--- config.mk ---
export PLATFORM = sky130hd
export DESIGN_NAME = analog_output_state_control
export DESIGN_NICKNAME = d
export VERILOG_FILES = /design/src/rtl/analog_output_state_control.v
export VERILOG_INCLUDE_DIRS = /design/src /design/src/common
export SDC_FILE = /design/constraint.sdc
export NUM_CORES = 1
export LEC_CHECK = 0
export ABC_AREA = 1
export BUFFER_PORTS_ARGS = -buffer_cell sky130_fd_sc_hd__buf_2
export CAP_MARGIN = 5
export CORE_MARGIN = 4
export CORE_UTILIZATION = 55
export DETAILED_ROUTE_END_ITERATION = 10
export GPL_TIMING_DRIVEN = 0
export PLACE_DENSITY = 0.76
export SYNTH_ARGS = -nofsm -noshare
export SYNTH_HDL_FRONTEND = slang
export SYNTH_SLANG_ARGS = --single-unit
--- constraint.sdc ---
create_clock -name mclk -period 5.78 [get_ports mclk]
set_input_delay 0.578 -clock mclk [delete_from_list [all_inputs] [get_ports mclk]]
set_output_delay 0.578 -clock mclk [all_outputs]
set_load 0.02 [all_outputs]
--- src/common/aostate_map.vh ---
// Register map, field positions, reset values and timing for the output state control block
`ifndef AOSTATE_MAP_VH
`define AOSTATE_MAP_VH

// ----------------------------------------
// Register byte offsets
// ----------------------------------------
`define OFS_MODULE_CFG   8'h00
`define OFS_CHAN_CFG     8'h04
`define OFS_FAULT_VAL    8'h08
`define OFS_PROG_VAL     8'h0c
`define OFS_RAMP_RATE    8'h10
`define OFS_SAMPLE_MS    8'h14
`define OFS_RANGE_NOTCH  8'h18
`define OFS_OUT_DATA     8'h1c
`define OFS_OUT_NOW      8'h20
`define OFS_STATUS       8'h24

// ----------------------------------------
// Field positions
// ----------------------------------------
`define BIT_PROG_TO_FAULT 0
`define BIT_HOLD_MATCH    0
`define BIT_FAULT_ACT     1
`define BIT_PROG_ACT      2
`define BIT_RAMP_PROG     3
`define BIT_RAMP_FAULT    4
`define BIT_ST_IN_HOLD    0
`define BIT_ST_RAMPING    1
`define RANGE_HI          7
`define RANGE_LO          4
`define NOTCH_HI          3
`define NOTCH_LO          0

// ----------------------------------------
// Reset values
// ----------------------------------------
`define RST_MODULE_CFG   1'h0
`define RST_CHAN_CFG     5'h00
`define RST_VALUE        16'h0000
`define RST_RAMP_RATE    16'h0000
`define RST_SAMPLE_MS    16'h0001
`define RST_RANGE_NOTCH  8'h00

// ----------------------------------------
// Timing and scaling
// ----------------------------------------
`define CLK_HZ           34'd50000000
`define CLK_PERIOD_NS    20
`define MS_NS            1000000
`define CYC_PER_MS       (`MS_NS / `CLK_PERIOD_NS)
`define PCT_FULL         34'd100
`define RAMP_DIV         (`PCT_FULL * `CLK_HZ)
`define MATCH_PER_MILLE  1000
`define FULL_SCALE_CNT   32767

`endif

--- src/rtl/analog_output_state_control.v ---
// Output state control for one analog output channel with an APB register slave
//
// Notes on behaviour
// Sample inputs every sample period milliseconds
// Input range is upper nibble of byte
// Fault in program mode obeys program-to-fault enable
// Hold output until command within 0.1%
// Hold on start, program-to-run, fault recovery
// Fault: hold last or drive fault value
// Program entry: hold last or program value
// Ramp toward program value at limited rate
// Ramp toward fault value at limited rate
// Fault value is signed count, when selected
// Program value is signed count, when selected
// Ramp rate is percent full scale per second
// Report in-hold flag while waiting for match
// Without ramping, step straight to target
//
// Added by the designer: register access over APB and the address map.
`timescale 1ns/1ps
`include "aostate_map.vh"

module analog_output_state_control #(
  parameter        CYC_PER_MS = `CYC_PER_MS,
  parameter        FULL_SCALE = `FULL_SCALE_CNT,
  parameter [33:0] RAMP_DIV   = `RAMP_DIV
) (
  // Clock, reset, enable
  input  wire        mclk,
  input  wire        rst,
  input  wire        ce,
  // APB slave
  input  wire        psel,
  input  wire        penable,
  input  wire        pwrite,
  input  wire [7:0]  paddr,
  input  wire [31:0] pwdata,
  output reg         pready,
  output reg  [31:0] prdata,
  output reg         pslverr,
  // Connection state from the controller link
  input  wire        comm_fault,
  input  wire        program_mode,
  // Output and input-side controls
  output reg  [15:0] out_value,
  output reg         output_in_hold_flag,
  output reg         sample_strobe,
  output reg  [3:0]  input_range,
  output reg  [3:0]  notch_select
);

  // ----------------------------------------
  // States
  // ----------------------------------------
  localparam [4:0] ST_INIT  = 5'h01;
  localparam [4:0] ST_RUN   = 5'h02;
  localparam [4:0] ST_HOLD  = 5'h04;
  localparam [4:0] ST_FAULT = 5'h08;
  localparam [4:0] ST_PROG  = 5'h10;

  localparam integer MATCH_TOL_I = FULL_SCALE / `MATCH_PER_MILLE;
  localparam [16:0]  MATCH_TOL   = MATCH_TOL_I[16:0];
  localparam [31:0] MS_LAST   = CYC_PER_MS - 1;

  // ----------------------------------------
  // Registers
  // ----------------------------------------
  reg        program_to_fault_enable_r;
  reg [4:0]  output_channel_config_byte_r;
  reg [15:0] fault_output_value_r;
  reg [15:0] program_output_value_r;
  reg [15:0] max_ramp_rate_r;
  reg [15:0] sample_period_ms_r;
  reg [7:0]  range_and_notch_select_r;
  reg [15:0] out_data_r;
  reg [4:0]  state_r;
  reg [4:0]  state_nxt;
  reg [33:0] ramp_acc_r;
  reg [31:0] ms_cnt_r;
  reg [15:0] period_cnt_r;

  wire hold_until_matched     = output_channel_config_byte_r[`BIT_HOLD_MATCH];
  wire fault_action_select    = output_channel_config_byte_r[`BIT_FAULT_ACT];
  wire program_action_select  = output_channel_config_byte_r[`BIT_PROG_ACT];
  wire ramp_to_program_enable = output_channel_config_byte_r[`BIT_RAMP_PROG];
  wire ramp_to_fault_enable   = output_channel_config_byte_r[`BIT_RAMP_FAULT];

  // Absolute difference of two signed counts
  function [16:0] abs_diff;
    input [15:0] a;
    input [15:0] b;
    reg   [16:0] d;
    begin
      d = {a[15], a} - {b[15], b};
      abs_diff = d[16] ? (~d + 17'h00001) : d;
    end
  endfunction

  // ----------------------------------------
  // APB slave
  // ----------------------------------------
  // One wait state keeps pready and prdata straight from flip-flops
  wire acc_phase = psel & penable & ~pready;
  wire wr_en     = acc_phase & pwrite;
  wire mapped    = (paddr[1:0] == 2'h0) && (paddr <= `OFS_STATUS);
  wire ramping   = (state_r == ST_FAULT && fault_action_select && ramp_to_fault_enable) ||
                   (state_r == ST_PROG && program_action_select && ramp_to_program_enable);

  reg [31:0] rd_mux;
  always @* begin
    rd_mux = 32'h00000000;
    case (paddr)
      `OFS_MODULE_CFG:  rd_mux[0] = program_to_fault_enable_r;
      `OFS_CHAN_CFG:    rd_mux[4:0] = output_channel_config_byte_r;
      `OFS_FAULT_VAL:   rd_mux[15:0] = fault_output_value_r;
      `OFS_PROG_VAL:    rd_mux[15:0] = program_output_value_r;
      `OFS_RAMP_RATE:   rd_mux[15:0] = max_ramp_rate_r;
      `OFS_SAMPLE_MS:   rd_mux[15:0] = sample_period_ms_r;
      `OFS_RANGE_NOTCH: rd_mux[7:0] = range_and_notch_select_r;
      `OFS_OUT_DATA:    rd_mux[15:0] = out_data_r;
      `OFS_OUT_NOW:     rd_mux[15:0] = out_value;
      `OFS_STATUS: begin
        rd_mux[`BIT_ST_IN_HOLD] = output_in_hold_flag;
        rd_mux[`BIT_ST_RAMPING] = ramping;
      end
      default:          rd_mux = 32'h00000000;
    endcase
  end

  // Bus response kept apart from the register file so every answer comes from a flop
  always @(posedge mclk) begin
    if (rst) begin
      pready  <= 1'b0;
      prdata  <= 32'h00000000;
      pslverr <= 1'b0;
    end else if (ce) begin
      pready  <= acc_phase;
      pslverr <= acc_phase & ~mapped;
      prdata  <= (acc_phase & ~pwrite & mapped) ? rd_mux : 32'h00000000;
    end
  end

  always @(posedge mclk) begin
    if (rst) begin
      program_to_fault_enable_r    <= `RST_MODULE_CFG;
      output_channel_config_byte_r <= `RST_CHAN_CFG;
      fault_output_value_r         <= `RST_VALUE;
      program_output_value_r       <= `RST_VALUE;
      max_ramp_rate_r              <= `RST_RAMP_RATE;
      sample_period_ms_r           <= `RST_SAMPLE_MS;
      range_and_notch_select_r     <= `RST_RANGE_NOTCH;
      out_data_r                   <= `RST_VALUE;
    end else if (ce) begin
      if (wr_en) begin
        case (paddr)
          `OFS_MODULE_CFG:  program_to_fault_enable_r <= pwdata[`BIT_PROG_TO_FAULT];
          `OFS_CHAN_CFG:    output_channel_config_byte_r <= pwdata[4:0];
          `OFS_FAULT_VAL:   fault_output_value_r <= pwdata[15:0];
          `OFS_PROG_VAL:    program_output_value_r <= pwdata[15:0];
          `OFS_RAMP_RATE:   max_ramp_rate_r <= pwdata[15:0];
          `OFS_SAMPLE_MS:   sample_period_ms_r <= pwdata[15:0];
          `OFS_RANGE_NOTCH: range_and_notch_select_r <= pwdata[7:0];
          `OFS_OUT_DATA:    out_data_r <= pwdata[15:0];
          default:          out_data_r <= out_data_r;
        endcase
      end
    end
  end

  // ----------------------------------------
  // Input-side settings
  // ----------------------------------------
  // A period of zero is treated as one millisecond rather than stalling sampling
  always @(posedge mclk) begin
    if (rst) begin
      ms_cnt_r      <= 32'h00000000;
      period_cnt_r  <= 16'h0000;
      sample_strobe <= 1'b0;
      input_range   <= 4'h0;
      notch_select  <= 4'h0;
    end else if (ce) begin
      // range nibble split
      input_range   <= range_and_notch_select_r[`RANGE_HI:`RANGE_LO];
      notch_select  <= range_and_notch_select_r[`NOTCH_HI:`NOTCH_LO];
      sample_strobe <= 1'b0;
      if (ms_cnt_r >= MS_LAST) begin
        ms_cnt_r <= 32'h00000000;
        // millisecond sample period
        if (period_cnt_r + 16'h0001 >= sample_period_ms_r) begin
          period_cnt_r  <= 16'h0000;
          sample_strobe <= 1'b1;
        end else begin
          period_cnt_r <= period_cnt_r + 16'h0001;
        end
      end else begin
        ms_cnt_r <= ms_cnt_r + 32'h00000001;
      end
    end
  end

  // ----------------------------------------
  // Output state machine
  // ----------------------------------------
  wire matched = abs_diff(out_data_r, out_value) <= MATCH_TOL;

  // A fault or program request outranks every other transition
  reg        link_event;
  reg [4:0]  link_state;
  always @* begin
    link_event = comm_fault | program_mode;
    link_state = ST_FAULT;
    // program mode fault choice
    if (!comm_fault) begin
      link_state = ST_PROG;
    end else if (program_mode && !program_to_fault_enable_r && state_r != ST_FAULT) begin
      link_state = ST_PROG;
    end
  end

  always @* begin
    case (state_r)
      ST_INIT, ST_FAULT, ST_PROG: begin
        // start, return to run, recovery
        if (link_event)
          state_nxt = link_state;
        else if (hold_until_matched)
          state_nxt = ST_HOLD;
        else
          state_nxt = ST_RUN;
      end
      ST_HOLD: begin
        // release on close command
        if (link_event)
          state_nxt = link_state;
        else if (matched)
          state_nxt = ST_RUN;
        else
          state_nxt = ST_HOLD;
      end
      ST_RUN: begin
        // Commands pass straight through until the link changes
        if (link_event)
          state_nxt = link_state;
        else
          state_nxt = ST_RUN;
      end
      default: state_nxt = ST_INIT;
    endcase
  end

  // ----------------------------------------
  // Output value
  // ----------------------------------------
  reg [15:0] target;
  reg        use_ramp;
  always @* begin
    target   = out_value;
    use_ramp = 1'b0;
    case (state_r)
      ST_RUN: target = out_data_r;
      ST_FAULT: begin
        // hold or fault value
        // signed fault count
        if (fault_action_select)
          target = fault_output_value_r;
        // ramp toward fault
        use_ramp = ramp_to_fault_enable;
      end
      ST_PROG: begin
        // hold or program value
        // signed program count
        if (program_action_select)
          target = program_output_value_r;
        // ramp toward program
        use_ramp = ramp_to_program_enable;
      end
      default: target = out_value;
    endcase
  end

  // Accumulates rate x full scale per clock; one count moves per RAMP_DIV units
  wire [33:0] acc_sum = ramp_acc_r + ({18'h00000, max_ramp_rate_r} * FULL_SCALE[15:0]);
  wire        tgt_up  = $signed(target) > $signed(out_value);

  always @(posedge mclk) begin
    if (rst) begin
      state_r             <= ST_INIT;
      out_value           <= `RST_VALUE;
      output_in_hold_flag <= 1'b0;
      ramp_acc_r          <= 34'h000000000;
    end else if (ce) begin
      state_r <= state_nxt;
      // in-hold status
      output_in_hold_flag <= (state_nxt == ST_HOLD);
      if (target == out_value || !use_ramp) begin
        ramp_acc_r <= 34'h000000000;
        // direct step
        out_value  <= target;
      end else if (acc_sum >= RAMP_DIV) begin
        // percent full scale per second
        ramp_acc_r <= acc_sum - RAMP_DIV;
        out_value  <= tgt_up ? out_value + 16'h0001 : out_value - 16'h0001;
      end else begin
        ramp_acc_r <= acc_sum;
      end
    end
  end

endmodule

# Yosys cells after proc, flatten, opt, wreduce, memory -nomap -nowiden
# Cells that the tools add are included.
[totals]
reg_bits = 241
inputBits = 48
output_inout_bits = 60
elab_cells = 116
[op_classes]
addsub = 8
multipliers = 1
magnitude_cmp = 6
eq_ne = 17
muxes = 28
n_bitwise = 11
n_reduce_logical = 25
[op_table]
columns = ["op", "n"]
rows = [
  ["16-bit two-way mux", 7],
  ["34-bit two-way mux", 2],
  ["16-bit case mux with 3 select lines", 1],
  ["8-bit case mux with 6 select lines", 1],
  ["34-bit by 31-bit adder with 34-bit output", 1],
  ["34-bit by 33-bit >= comparator with 1-bit output, second input constant", 1],
  ["34-bit by 33-bit subtractor with 34-bit output, second input constant", 1],
  ["16-bit by 1-bit adder with 16-bit output, second input constant", 2],
  ["32-bit by 1-bit adder with 32-bit output, second input constant", 1],
  ["8-bit by 5-bit == test with 1-bit output, second input constant", 4],
  ["32-bit by 16-bit >= comparator with 1-bit output, second input constant", 1],
  ["32-bit two-way mux", 1],
  ["16-bit by 15-bit multiplier with 31-bit output, second input constant", 1],
  ["5-bit two-way mux", 5],
  ["3-bit case mux with 8 select lines", 1],
  ["3-bit AND reduction", 8],
  ["3-bit case mux with 7 select lines", 1],
  ["17-bit by 1-bit adder with 17-bit output, second input constant", 1],
  ["17-bit by 6-bit <= comparator with 1-bit output, second input constant", 1],
  ["17-bit two-way mux", 1],
  ["17-bit inverter", 1],
  ["16-bit by 16-bit subtractor with 17-bit output", 1],
  ["16-bit == test", 1],
  ["8-bit by 4-bit == test with 1-bit output, second input constant", 2],
  ["29 further kinds", 49],
]

# Logic depth before layout (Yosys ltp)
# Gate-level depths: netlist of run 1.
[logic_depth]
ltp_word = 9
ltp_mapped = 36
ltp_nobuf = 34

# Worst setup path after synthesis of run 1
# OpenSTA, ideal clock, no wires.
[synth_path]
path_type = "reg2reg"
from = "register max_ramp_rate_r[11]"
to = "register out_value[8]"
setup_time_ns = 0.114
t_arrival_ns = 6.240
setup_slack_ns = -0.574
stages_incl_launch_ff = 32
n_path_buf = 3
synth_period_minus_slack_ns = 6.354
cell_sequence = "dfxtp_1 inv_1 fa_1 inv_1 fa_1 fa_1 fa_1 inv_1 fa_1 fa_1 inv_1 ha_1 buf_4 a21oi_2 nor2_1 nor2_1 o21ai_0 a21oi_1 nand2_1 nand2_1 nand2_1 nor2_4 nand2_2 nor2_4 nand2_2 and2_1 buf_6 nand3_4 nand2_4 buf_6 nor2_1 nor2_2"
[synth_between]
elab_chain_len = 5
[synth_rtl]
columns = ["element", "line", "source"]
rows = [
  ["start: declaration", "analog_output_state_control.v:72", "reg [15:0] max_ramp_rate_r;"],
  ["start signal: assignment", "analog_output_state_control.v:149", "max_ramp_rate_r <= `RST_RAMP_RATE;"],
  ["start signal: assignment", "analog_output_state_control.v:160", "`OFS_RAMP_RATE: max_ramp_rate_r <= pwdata[15:0];"],
  ["16-bit by 15-bit multiplier with 31-bit output", "analog_output_state_control.v:282", "wire [33:0] acc_sum = ramp_acc_r + ({18'h00000, max_ramp_rate_r} * FULL_SCALE[15:0]);"],
  ["34-bit by 31-bit adder with 34-bit output", "analog_output_state_control.v:282", ""],
  ["34-bit by 33-bit >= comparator with 1-bit output", "analog_output_state_control.v:299", "end else if (acc_sum >= RAMP_DIV) begin"],
  ["2-bit nonzero test (no source line)", "-", ""],
  ["2-bit AND reduction (no source line)", "-", ""],
  ["end signal: assignment", "analog_output_state_control.v:288", "out_value <= `RST_VALUE;"],
  ["end signal: assignment", "analog_output_state_control.v:298", "out_value <= target;"],
  ["end signal: assignment", "analog_output_state_control.v:302", "out_value <= tgt_up ? out_value + 16'h0001 : out_value - 16'h0001;"],
  ["end: declaration", "analog_output_state_control.v:45", "output reg [15:0] out_value,"],
]
# Every way passes these cells.
# A chain may end at the register's enable or synchronous reset.

# Worst setup path in the final report of run 1
[layout_path]
from = "register max_ramp_rate_r[4]"
to = "register ramp_acc_r[12]"
[layout_between]
elab_chain_len = 5
word_cells_on_any_way = 6
[layout_rtl]
columns = ["element", "line", "source"]
rows = [
  ["16-bit by 15-bit multiplier with 31-bit output (*)", "analog_output_state_control.v:282", ""],
  ["34-bit by 31-bit adder with 34-bit output (*)", "analog_output_state_control.v:282", ""],
  ["34-bit by 33-bit subtractor with 34-bit output or 34-bit by 33-bit >= comparator with 1-bit output (tied branches)", "analog_output_state_control.v:301, analog_output_state_control.v:299", ""],
  ["34-bit two-way mux (*)", "analog_output_state_control.v:299", ""],
  ["34-bit two-way mux (*)", "analog_output_state_control.v:295", "if (target == out_value || !use_ramp) begin"],
  ["end signal: assignment", "analog_output_state_control.v:301", "ramp_acc_r <= acc_sum - RAMP_DIV;"],
  ["end signal: assignment", "analog_output_state_control.v:304", "ramp_acc_r <= acc_sum;"],
  ["end: declaration", "analog_output_state_control.v:78", "reg [33:0] ramp_acc_r;"],
]
# Mark *: on every way between the ends. The rest lies on a longest branch, timed or not.

==> run metrics, run 1 <==
status=finished, violations left; failing checks=negative setup slack; Die Footprint=40600 µm²; Chip Height=201 µm; layout cell share with drive strength beyond 1=18.9%; Slew @ Worst Pin=1.10 ns; CTS HTree Levels=1; crit share post-route=115%; worst r2r src=max_ramp_rate_r[4]; Hold Crit Class=input pin to flop; Starting Density=55.9%; max-slew violations=0; Post-Syn Instances=3021; Placed Area=22000 µm²; IO Port Bufs=75; critical path capture point type=flop; Reg2Reg Setup Slack=-0.89 ns; TritonRoute pass-1 iters=6; detailed-route DRC error count=0; cts hold-fix bufs=0; row count=70; CP Launch Type=flop; final hold violations=0; # IOs=108; Top FF cell, synth=dfxtp_1; Seq pwr share=37.5%; post-synth cell types=60; Worst slew margin=26.8%; Synth top area share=21.9%; CTS max path bufs=3; Final WS setup=-0.891 ns; maximum vdd drop=0.000253 V; RR Endpoint=ramp_acc_r[12]; endpoints failing setup=41; Synth top cells by count=nand2_1, inv_1, nor2_1, dfxtp_1, a21oi_1; ys async rst share=0%; Mapped Area=20600 µm²; Post-Route Skew=0.0167 ns; synthesis-stage register bit count=225; CP Max Fanout=5; met1 GRT Util=50.3%; GPL Wtd Cong=1.05; clock power share=42.7%; CORE AREA=36800 µm²; cell internal pwr=0.00287 W; clock latency on the worst-skew pair=0.58 ns; met2 Usage GRT=56.4%; routed length per instance=20.7 µm; CP bufs+invs=7; MaxCap Viol Count=0; final WL=77100 µm; Die Span X=201 µm; pre-CTS setup slack=-1.34 ns; Remaining Overflow, GRT=0; crit-path max cell delay=0.58 ns; final hold slack=0.352 ns; P_sw=0.00136 W; Leak=11.9 nW; syn_area_per_cell=6.81 µm²; Reg clk slew, reported paths=0.06 ns; Post-synth EDFFs=0; First DRT Iteration DRCs=2310; fmax=0.150 GHz; # fillers=3159; Min-Delay Endpoint=prdata[1]; Logic pwr share=19.8%; largest net degree at the start of global routing=17; register area share after synthesis=21.9%; Syn-to-layout area delta=21.5%; post-route ant nets=0; initial antenna violation count=1; Slowest cell on crit path=fa_2; Synth area leaders=dfxtp_1, fa_1, nand2_1; most used routing layer in global routing=met2; Clock Root Buffer=clkbuf_16; Ys Warns=0; Global Route Usage Sum=36.0%; first-pass GRT wire length=117000 µm; r2r worst-path depth=31; Synth area leader=dfxtp_1; GR Util met3=7.57%; Hold Startpoint=pwrite; worst endpoint required time=6.27 ns; critical path class=flop to flop; total CTS buffers=26; via/cell ratio=5.93; hold path depth=4; post-DP HPWL=60500 µm; clk sinks=225; Sw Ratio=32.1%; pwr dens=169 nW/µm²; Tmin final=6.67 ns; number of global-route vias before repair=21100; critical path's top delay family=adder cells; final instance area=25000 µm²; detailed-route via count=22100; count leader, synth=nand2_1; Arrival @ worst endpoint=7.16 ns; TritonCTS clock tree=done; nets=3579; unrepaired setup endpoints after global routing=true
==> how the worst max path moves through the flow <==
stage / endpoint / startpoint / cells past startpoint / slack, ns
final: ramp_acc_r[12] / max_ramp_rate_r[4] / 31 / -0.89
after global routing: ramp_acc_r[11] / max_ramp_rate_r[9] / 30 / -1.06
after CTS: out_value[13] / max_ramp_rate_r[4] / 34 / -0.75
after detailed placement: ramp_acc_r[13] / max_ramp_rate_r[0] / 28 / -1.34
after global placement: ramp_acc_r[13] / max_ramp_rate_r[0] / 28 / -1.28
after floorplan: out_value[10] / max_ramp_rate_r[8] / 30 / -0.18
==> worst reg2reg max path: cells and delay by family, from the launching register on <==
kind            cells  cell delay (ns)
flops               1             0.37
simple gates       14             1.55
fa+ha+maj           7             3.51
compound gates      3             0.59
buf+inv             7             0.60
==> per-stage QoR <==
| stage | TNS (ns) | instances | utilization, % | power [W] |
|---|---|---|---|---|
| 6_report | -33.00 | 3722 | 68.0 | 0.00422 |
| 5_1_grt | -40.28 | 3720 | 67.9 | 0.00438 |
| 4_1_cts | -28.51 | 3674 | 65.1 | 0.00419 |
| 3_5_place_dp | -52.50 | 3579 | 59.9 | 0.00241 |
| 3_3_place_gp | -50.00 | 3579 | 59.9 | 0.00239 |
| 2_1_floorplan | -5.60 | 3036 | - | 0.00219 |
==> cells in the final DEF, fill, tap and decap left out, types with 11 or more instances in the layout <==
cell       instances
buf_6             14
ha_1             143
o211ai_1          12
nand2_2           78
inv_2             38
nand2_4           34
clkbuf_1          66
conb_1            16
dfxtp_4           11
nor2_2            24
nor2_1           288
o22ai_1           21
nor3_1            29
dfxtp_1          209
fa_2              26
a21oi_4           13
nand3_2           25
a21oi_1          166
a41oi_1           15
o21ai_0          189
inv_1            464
xor2_1            35
nand3_1          149
fa_1             115
nand2_1          594
clkbuf_16         27
nor2_4            22
nand4_1           23
ha_4              15
buf_4             94
buf_2             77
a21oi_2           26
==> power groups by stage <==
stage / Clock, W / Sequential [W] / Combinational [W]
final: 0.00180 / 0.00158 / 0.000837
after global routing: 0.00187 / 0.00158 / 0.000923
after CTS: 0.00180 / 0.00158 / 0.000808
after detailed placement: 0 / 0.00162 / 0.000793
after global placement: 0 / 0.00162 / 0.000771
after floorplan: 0 / 0.00162 / 0.000567
==> layer usage <==
layer,routed length (µm),share of wire [%],vias up
met4,3010,3.9,0
met5,0,0,-
met1,32400,42,10500
li1,-,-,10100
met2,34000,44,1182
met3,7670,9.9,245
==> cells by family after synthesis <==
| kind of cell | after synthesis | share of synthesized area (%) |
|---|---|---|
| xor+xnor | 52 | 2.25 |
| compound gates | 519 | 14.2 |
| flops | 225 | 21.9 |
| buf+inv | 610 | 11.6 |
| fa+ha+maj | 299 | 23.3 |
| other cells | 1 | 0.0182 |
| simple gates | 1315 | 26.7 |
==> sequential cells by signal (all words and copies together) (netlist names), 4 cells and up <==
name,flops
program_output_value_r,16
out_value,16
notch_select,4
max_ramp_rate_r,16
prdata,16
out_data_r,16
input_range,4
output_channel_config_byte_r,5
fault_output_value_r,16
period_cnt_r,16
state_r,5
ramp_acc_r,34
sample_period_ms_r,16
ms_cnt_r,32
range_and_notch_select_r,8
==> final cells by class <==
type,count,area (µm²),area share [%]
buffer,96,499,2.00
timing repair buffer,168,1170,4.67
inverter,513,1940,7.76
antenna,2,5.00,0.0200
clock buffer,27,664,2.66
clock inverter,21,267,1.07
tap,468,586,2.34
sequential,225,4550,18.2
multi-input combinational,2202,15300,61.3
==> repair_timing <==
item	CTS	global route
resized for setup	159	191
pin swaps	77	143
buffers inserted	45	47
setup endpoints to repair	41	41
gates cloned	3	1
No activity file was read; power rests on OpenSTA's default activity.
==> inputs of run 2 (changes only) <==
--- a/config.mk
+++ b/config.mk
@@ -13,7 +13,7 @@
 export CORE_UTILIZATION = 55
 export DETAILED_ROUTE_END_ITERATION = 10
 export GPL_TIMING_DRIVEN = 0
-export PLACE_DENSITY = 0.76
+export PLACE_DENSITY = 0.73
 export SYNTH_ARGS = -nofsm -noshare
 export SYNTH_HDL_FRONTEND = slang
 export SYNTH_SLANG_ARGS = --single-unit
==> constraint.sdc (replaced) <==
create_clock -name mclk -period 7.44 [get_ports mclk]
set_input_delay 0.744 -clock mclk [delete_from_list [all_inputs] [get_ports mclk]]
set_output_delay 0.744 -clock mclk [all_outputs]
set_load 0.01 [all_outputs]
==> run 2 against run 1 <==
Net effect:
- the flow now finishes without violations
- hold slack better by 0.088 ns
- critical path depth is 1 lower
- first-iteration DRC count is 5.0% higher
- routed wire length is 4.2% lower
- sequential power is 22% lower
- clock power is 17% lower
- critical path type unchanged
- critical endpoint is now out_value[14]
- largest cell class unchanged
- largest power group unchanged
- highest routed layer unchanged
==> run metrics, run 2 (synthesis gave the netlist of run 1 again) <==
status=completed; row count=70 (unchanged); routed length per instance=20.3 µm (-1.8%); Min-Delay Endpoint=ms_cnt_r[25]; MaxCap Viol Count=0 (unchanged); total CTS buffers=27 (+3.8%); endpoints failing setup=0 (-100%); CP Launch Type=flop; First DRT Iteration DRCs=2425 (+5.0%); Syn-to-layout area delta=11.2%; Hold Crit Class=flop to flop; RR Endpoint=out_value[14]; pre-CTS setup slack=-0.0313 ns (+1.31 ns); CORE AREA=36800 µm² (unchanged); Slew @ Worst Pin=1.15 ns (+0.0559 ns); Sequential Area=4520 µm² (-0.74%); crit-path max cell delay=0.64 ns (+0.06 ns); worst r2r src=max_ramp_rate_r[12]; Starting Density=55.9% (unchanged); Remaining Overflow, GRT=0 (unchanged); CTS HTree Levels=1 (unchanged); Clock Root Buffer=clkbuf_16; commonest non-fill, non-tap cell in the layout=nand2_1; critical path class=flop to flop; worst endpoint required time=7.91 ns (+1.64 ns); crit share post-route=96.3% (-19 points); via/cell ratio=5.81 (-1.9%); Sw Ratio=30.7% (-1.5 points); Arrival @ worst endpoint=7.63 ns (+0.47 ns); critical path capture point type=flop; TritonRoute pass-1 iters=6 (unchanged); Logic pwr share=18.7% (-1.1 points); final hold slack=0.440 ns (+0.0876 ns); P_sw=0.00103 W (-24%); IO Port Bufs=75 (unchanged); final hold violations=0 (unchanged); area of the multi-input gates=13900 µm² (-8.9%); final WL=73900 µm (-4.2%); hold path depth=2 (-2); Chip Height=201 µm (unchanged); cell internal pwr=0.00233 W (-19%); Tmin final=7.16 ns (+0.491 ns); final instance area=22900 µm² (-8.5%); CP Max Fanout=10 (+5); cts hold-fix bufs=0 (unchanged); detailed-route via count=21100 (-4.3%); highest-count cells in the layout ignoring fill and taps=nand2_1, inv_1, nor2_1; nets=3490 (-2.5%); GPL Wtd Cong=1.04 (-0.92%); post-DP HPWL=60200 µm (-0.48%); Biggest register=ramp_acc_r; r2r worst-path depth=30 (-3.2%); Die Span X=201 µm (unchanged); biggest regs=ramp_acc_r x34, ms_cnt_r x32; clock power share=44.7% (+2.0 points); CTS max path bufs=3 (unchanged); clk sinks=225 (unchanged); Reg clk slew, reported paths=0.07 ns (about the same); clock latency on the worst-skew pair=0.57 ns (about the same); Final WS setup=0.278 ns (+1.17 ns); largest net degree at the start of global routing=17 (unchanged); TritonCTS clock tree=done; Hold Startpoint=ms_cnt_r[25]; most used cell, CP=nand2_1; layout cell share with drive strength beyond 1=8.06% (-11 points); Global Route Usage Sum=35.3% (-0.72 points); max-slew violations=0 (unchanged); initial antenna violation count=0 (-1); first-pass GRT wire length=114000 µm (-2.4%); number of global-route vias before repair=19900 (-5.9%); Slowest cell on crit path=fa_2; # fillers=3451 (+9.2%); maximum vdd drop=0.000177 V (-30%); Post-Route Skew=0.0181 ns (+0.00138 ns); Leak=11.2 nW (-6.0%); fmax=0.140 GHz (-6.9%); max FFs per register=34 (unchanged); Die Footprint=40600 µm² (unchanged); pwr dens=147 nW/µm² (-13%); Worst slew margin=22.5% (-4.3 points); detailed-route DRC error count=0 (unchanged); Reg2Reg Setup Slack=0.28 ns (+1.17 ns); Placed Area=21600 µm² (-1.9%); post-route ant nets=0 (unchanged); # IOs=108 (unchanged); Seq pwr share=36.7% (-0.8 points)
run 2: cell count changes in the layout (fill, tap and decap cells not counted), moves of 26 or more:
| cell | previous run | this run |
|---|---|---|
| nand2_2 | 78 | 16 |
| nor2_1 | 288 | 317 |
| inv_2 | 38 | 7 |
| a21oi_1 | 166 | 192 |
| nand2_4 | 34 | 0 |
| nand2_1 | 594 | 690 |
| buf_4 | 94 | 22 |
| inv_1 | 464 | 500 |
| nand3_1 | 149 | 175 |
run 2: worst max path at each step:
| stage | from | endpoint | slack [ns] | cells past startpoint |
|---|---|---|---|---|
| floorplan | max_ramp_rate_r[11] | out_value[8] | 1.09 | 31 |
| global placement | max_ramp_rate_r[4] | ramp_acc_r[29] | 0.07 | 32 |
| detailed placement | max_ramp_rate_r[4] | ramp_acc_r[11] | -0.03 | 29 |
| CTS | max_ramp_rate_r[4] | ramp_acc_r[13] | 0.003 | 32 |
| global route | max_ramp_rate_r[9] | out_value[12] | -0.04 | 31 |
| finish | max_ramp_rate_r[12] | out_value[14] | 0.28 | 30 |
run 2: worst max-delay path, delay by kind of cell (launching register included):
kind	cells	cell delay, ns
adder cells (fa/ha/maj)	7	3.63
AND/OR/NAND/NOR	11	1.25
AO/OA/AOI/OAI	5	0.94
buffers and inverters	7	0.83
flip-flops	1	0.37
run 2: area by class of cell:
class / count / area share [%]
clock buffers: 34 / 3.33
repair buffers: 78 / 1.79
diodes: 1 / 0.0109
clock inverters: 16 / 1.08
plain buffers: 97 / 2.08
flip-flops and latches: 225 / 19.8
well taps: 468 / 2.56
multi-input cells: 2201 / 61.0
inverters: 513 / 8.42
run 2: stage by stage:
step,util (%),TNS (ns),power [W],instances
2_1_floorplan,-,0,0.00169,3036
3_3_place_gp,58.7,0,0.00185,3579
3_5_place_dp,58.7,-0.109,0.00186,3579
4_1_cts,61.5,0,0.00335,3629
5_1_grt,62.2,-0.234,0.00348,3632
6_report,62.2,0,0.00336,3633
run 2: routing by layer:
metal | wire [µm] | track usage [%]
met2 | 31300 | 53.0
met3 | 7270 | 5.62
met1 | 32800 | 52.7
met4 | 2460 | 9.96
met5 | 0 | 0
run 2: power groups by stage:
stage | sequential, W | combinational [W] | clock, W
final | 0.00123 | 0.000628 | 0.00150
after global routing | 0.00123 | 0.000694 | 0.00156
after CTS | 0.00123 | 0.000610 | 0.00151
after detailed placement | 0.00126 | 0.000606 | 0
after global placement | 0.00126 | 0.000587 | 0
after floorplan | 0.00126 | 0.000435 | 0
run 2: repair_timing:
item	CTS	global route
endpoints found under the setup margin	9	41
pin swaps	0	4
gates resized for setup	1	71
buffers inserted	0	3
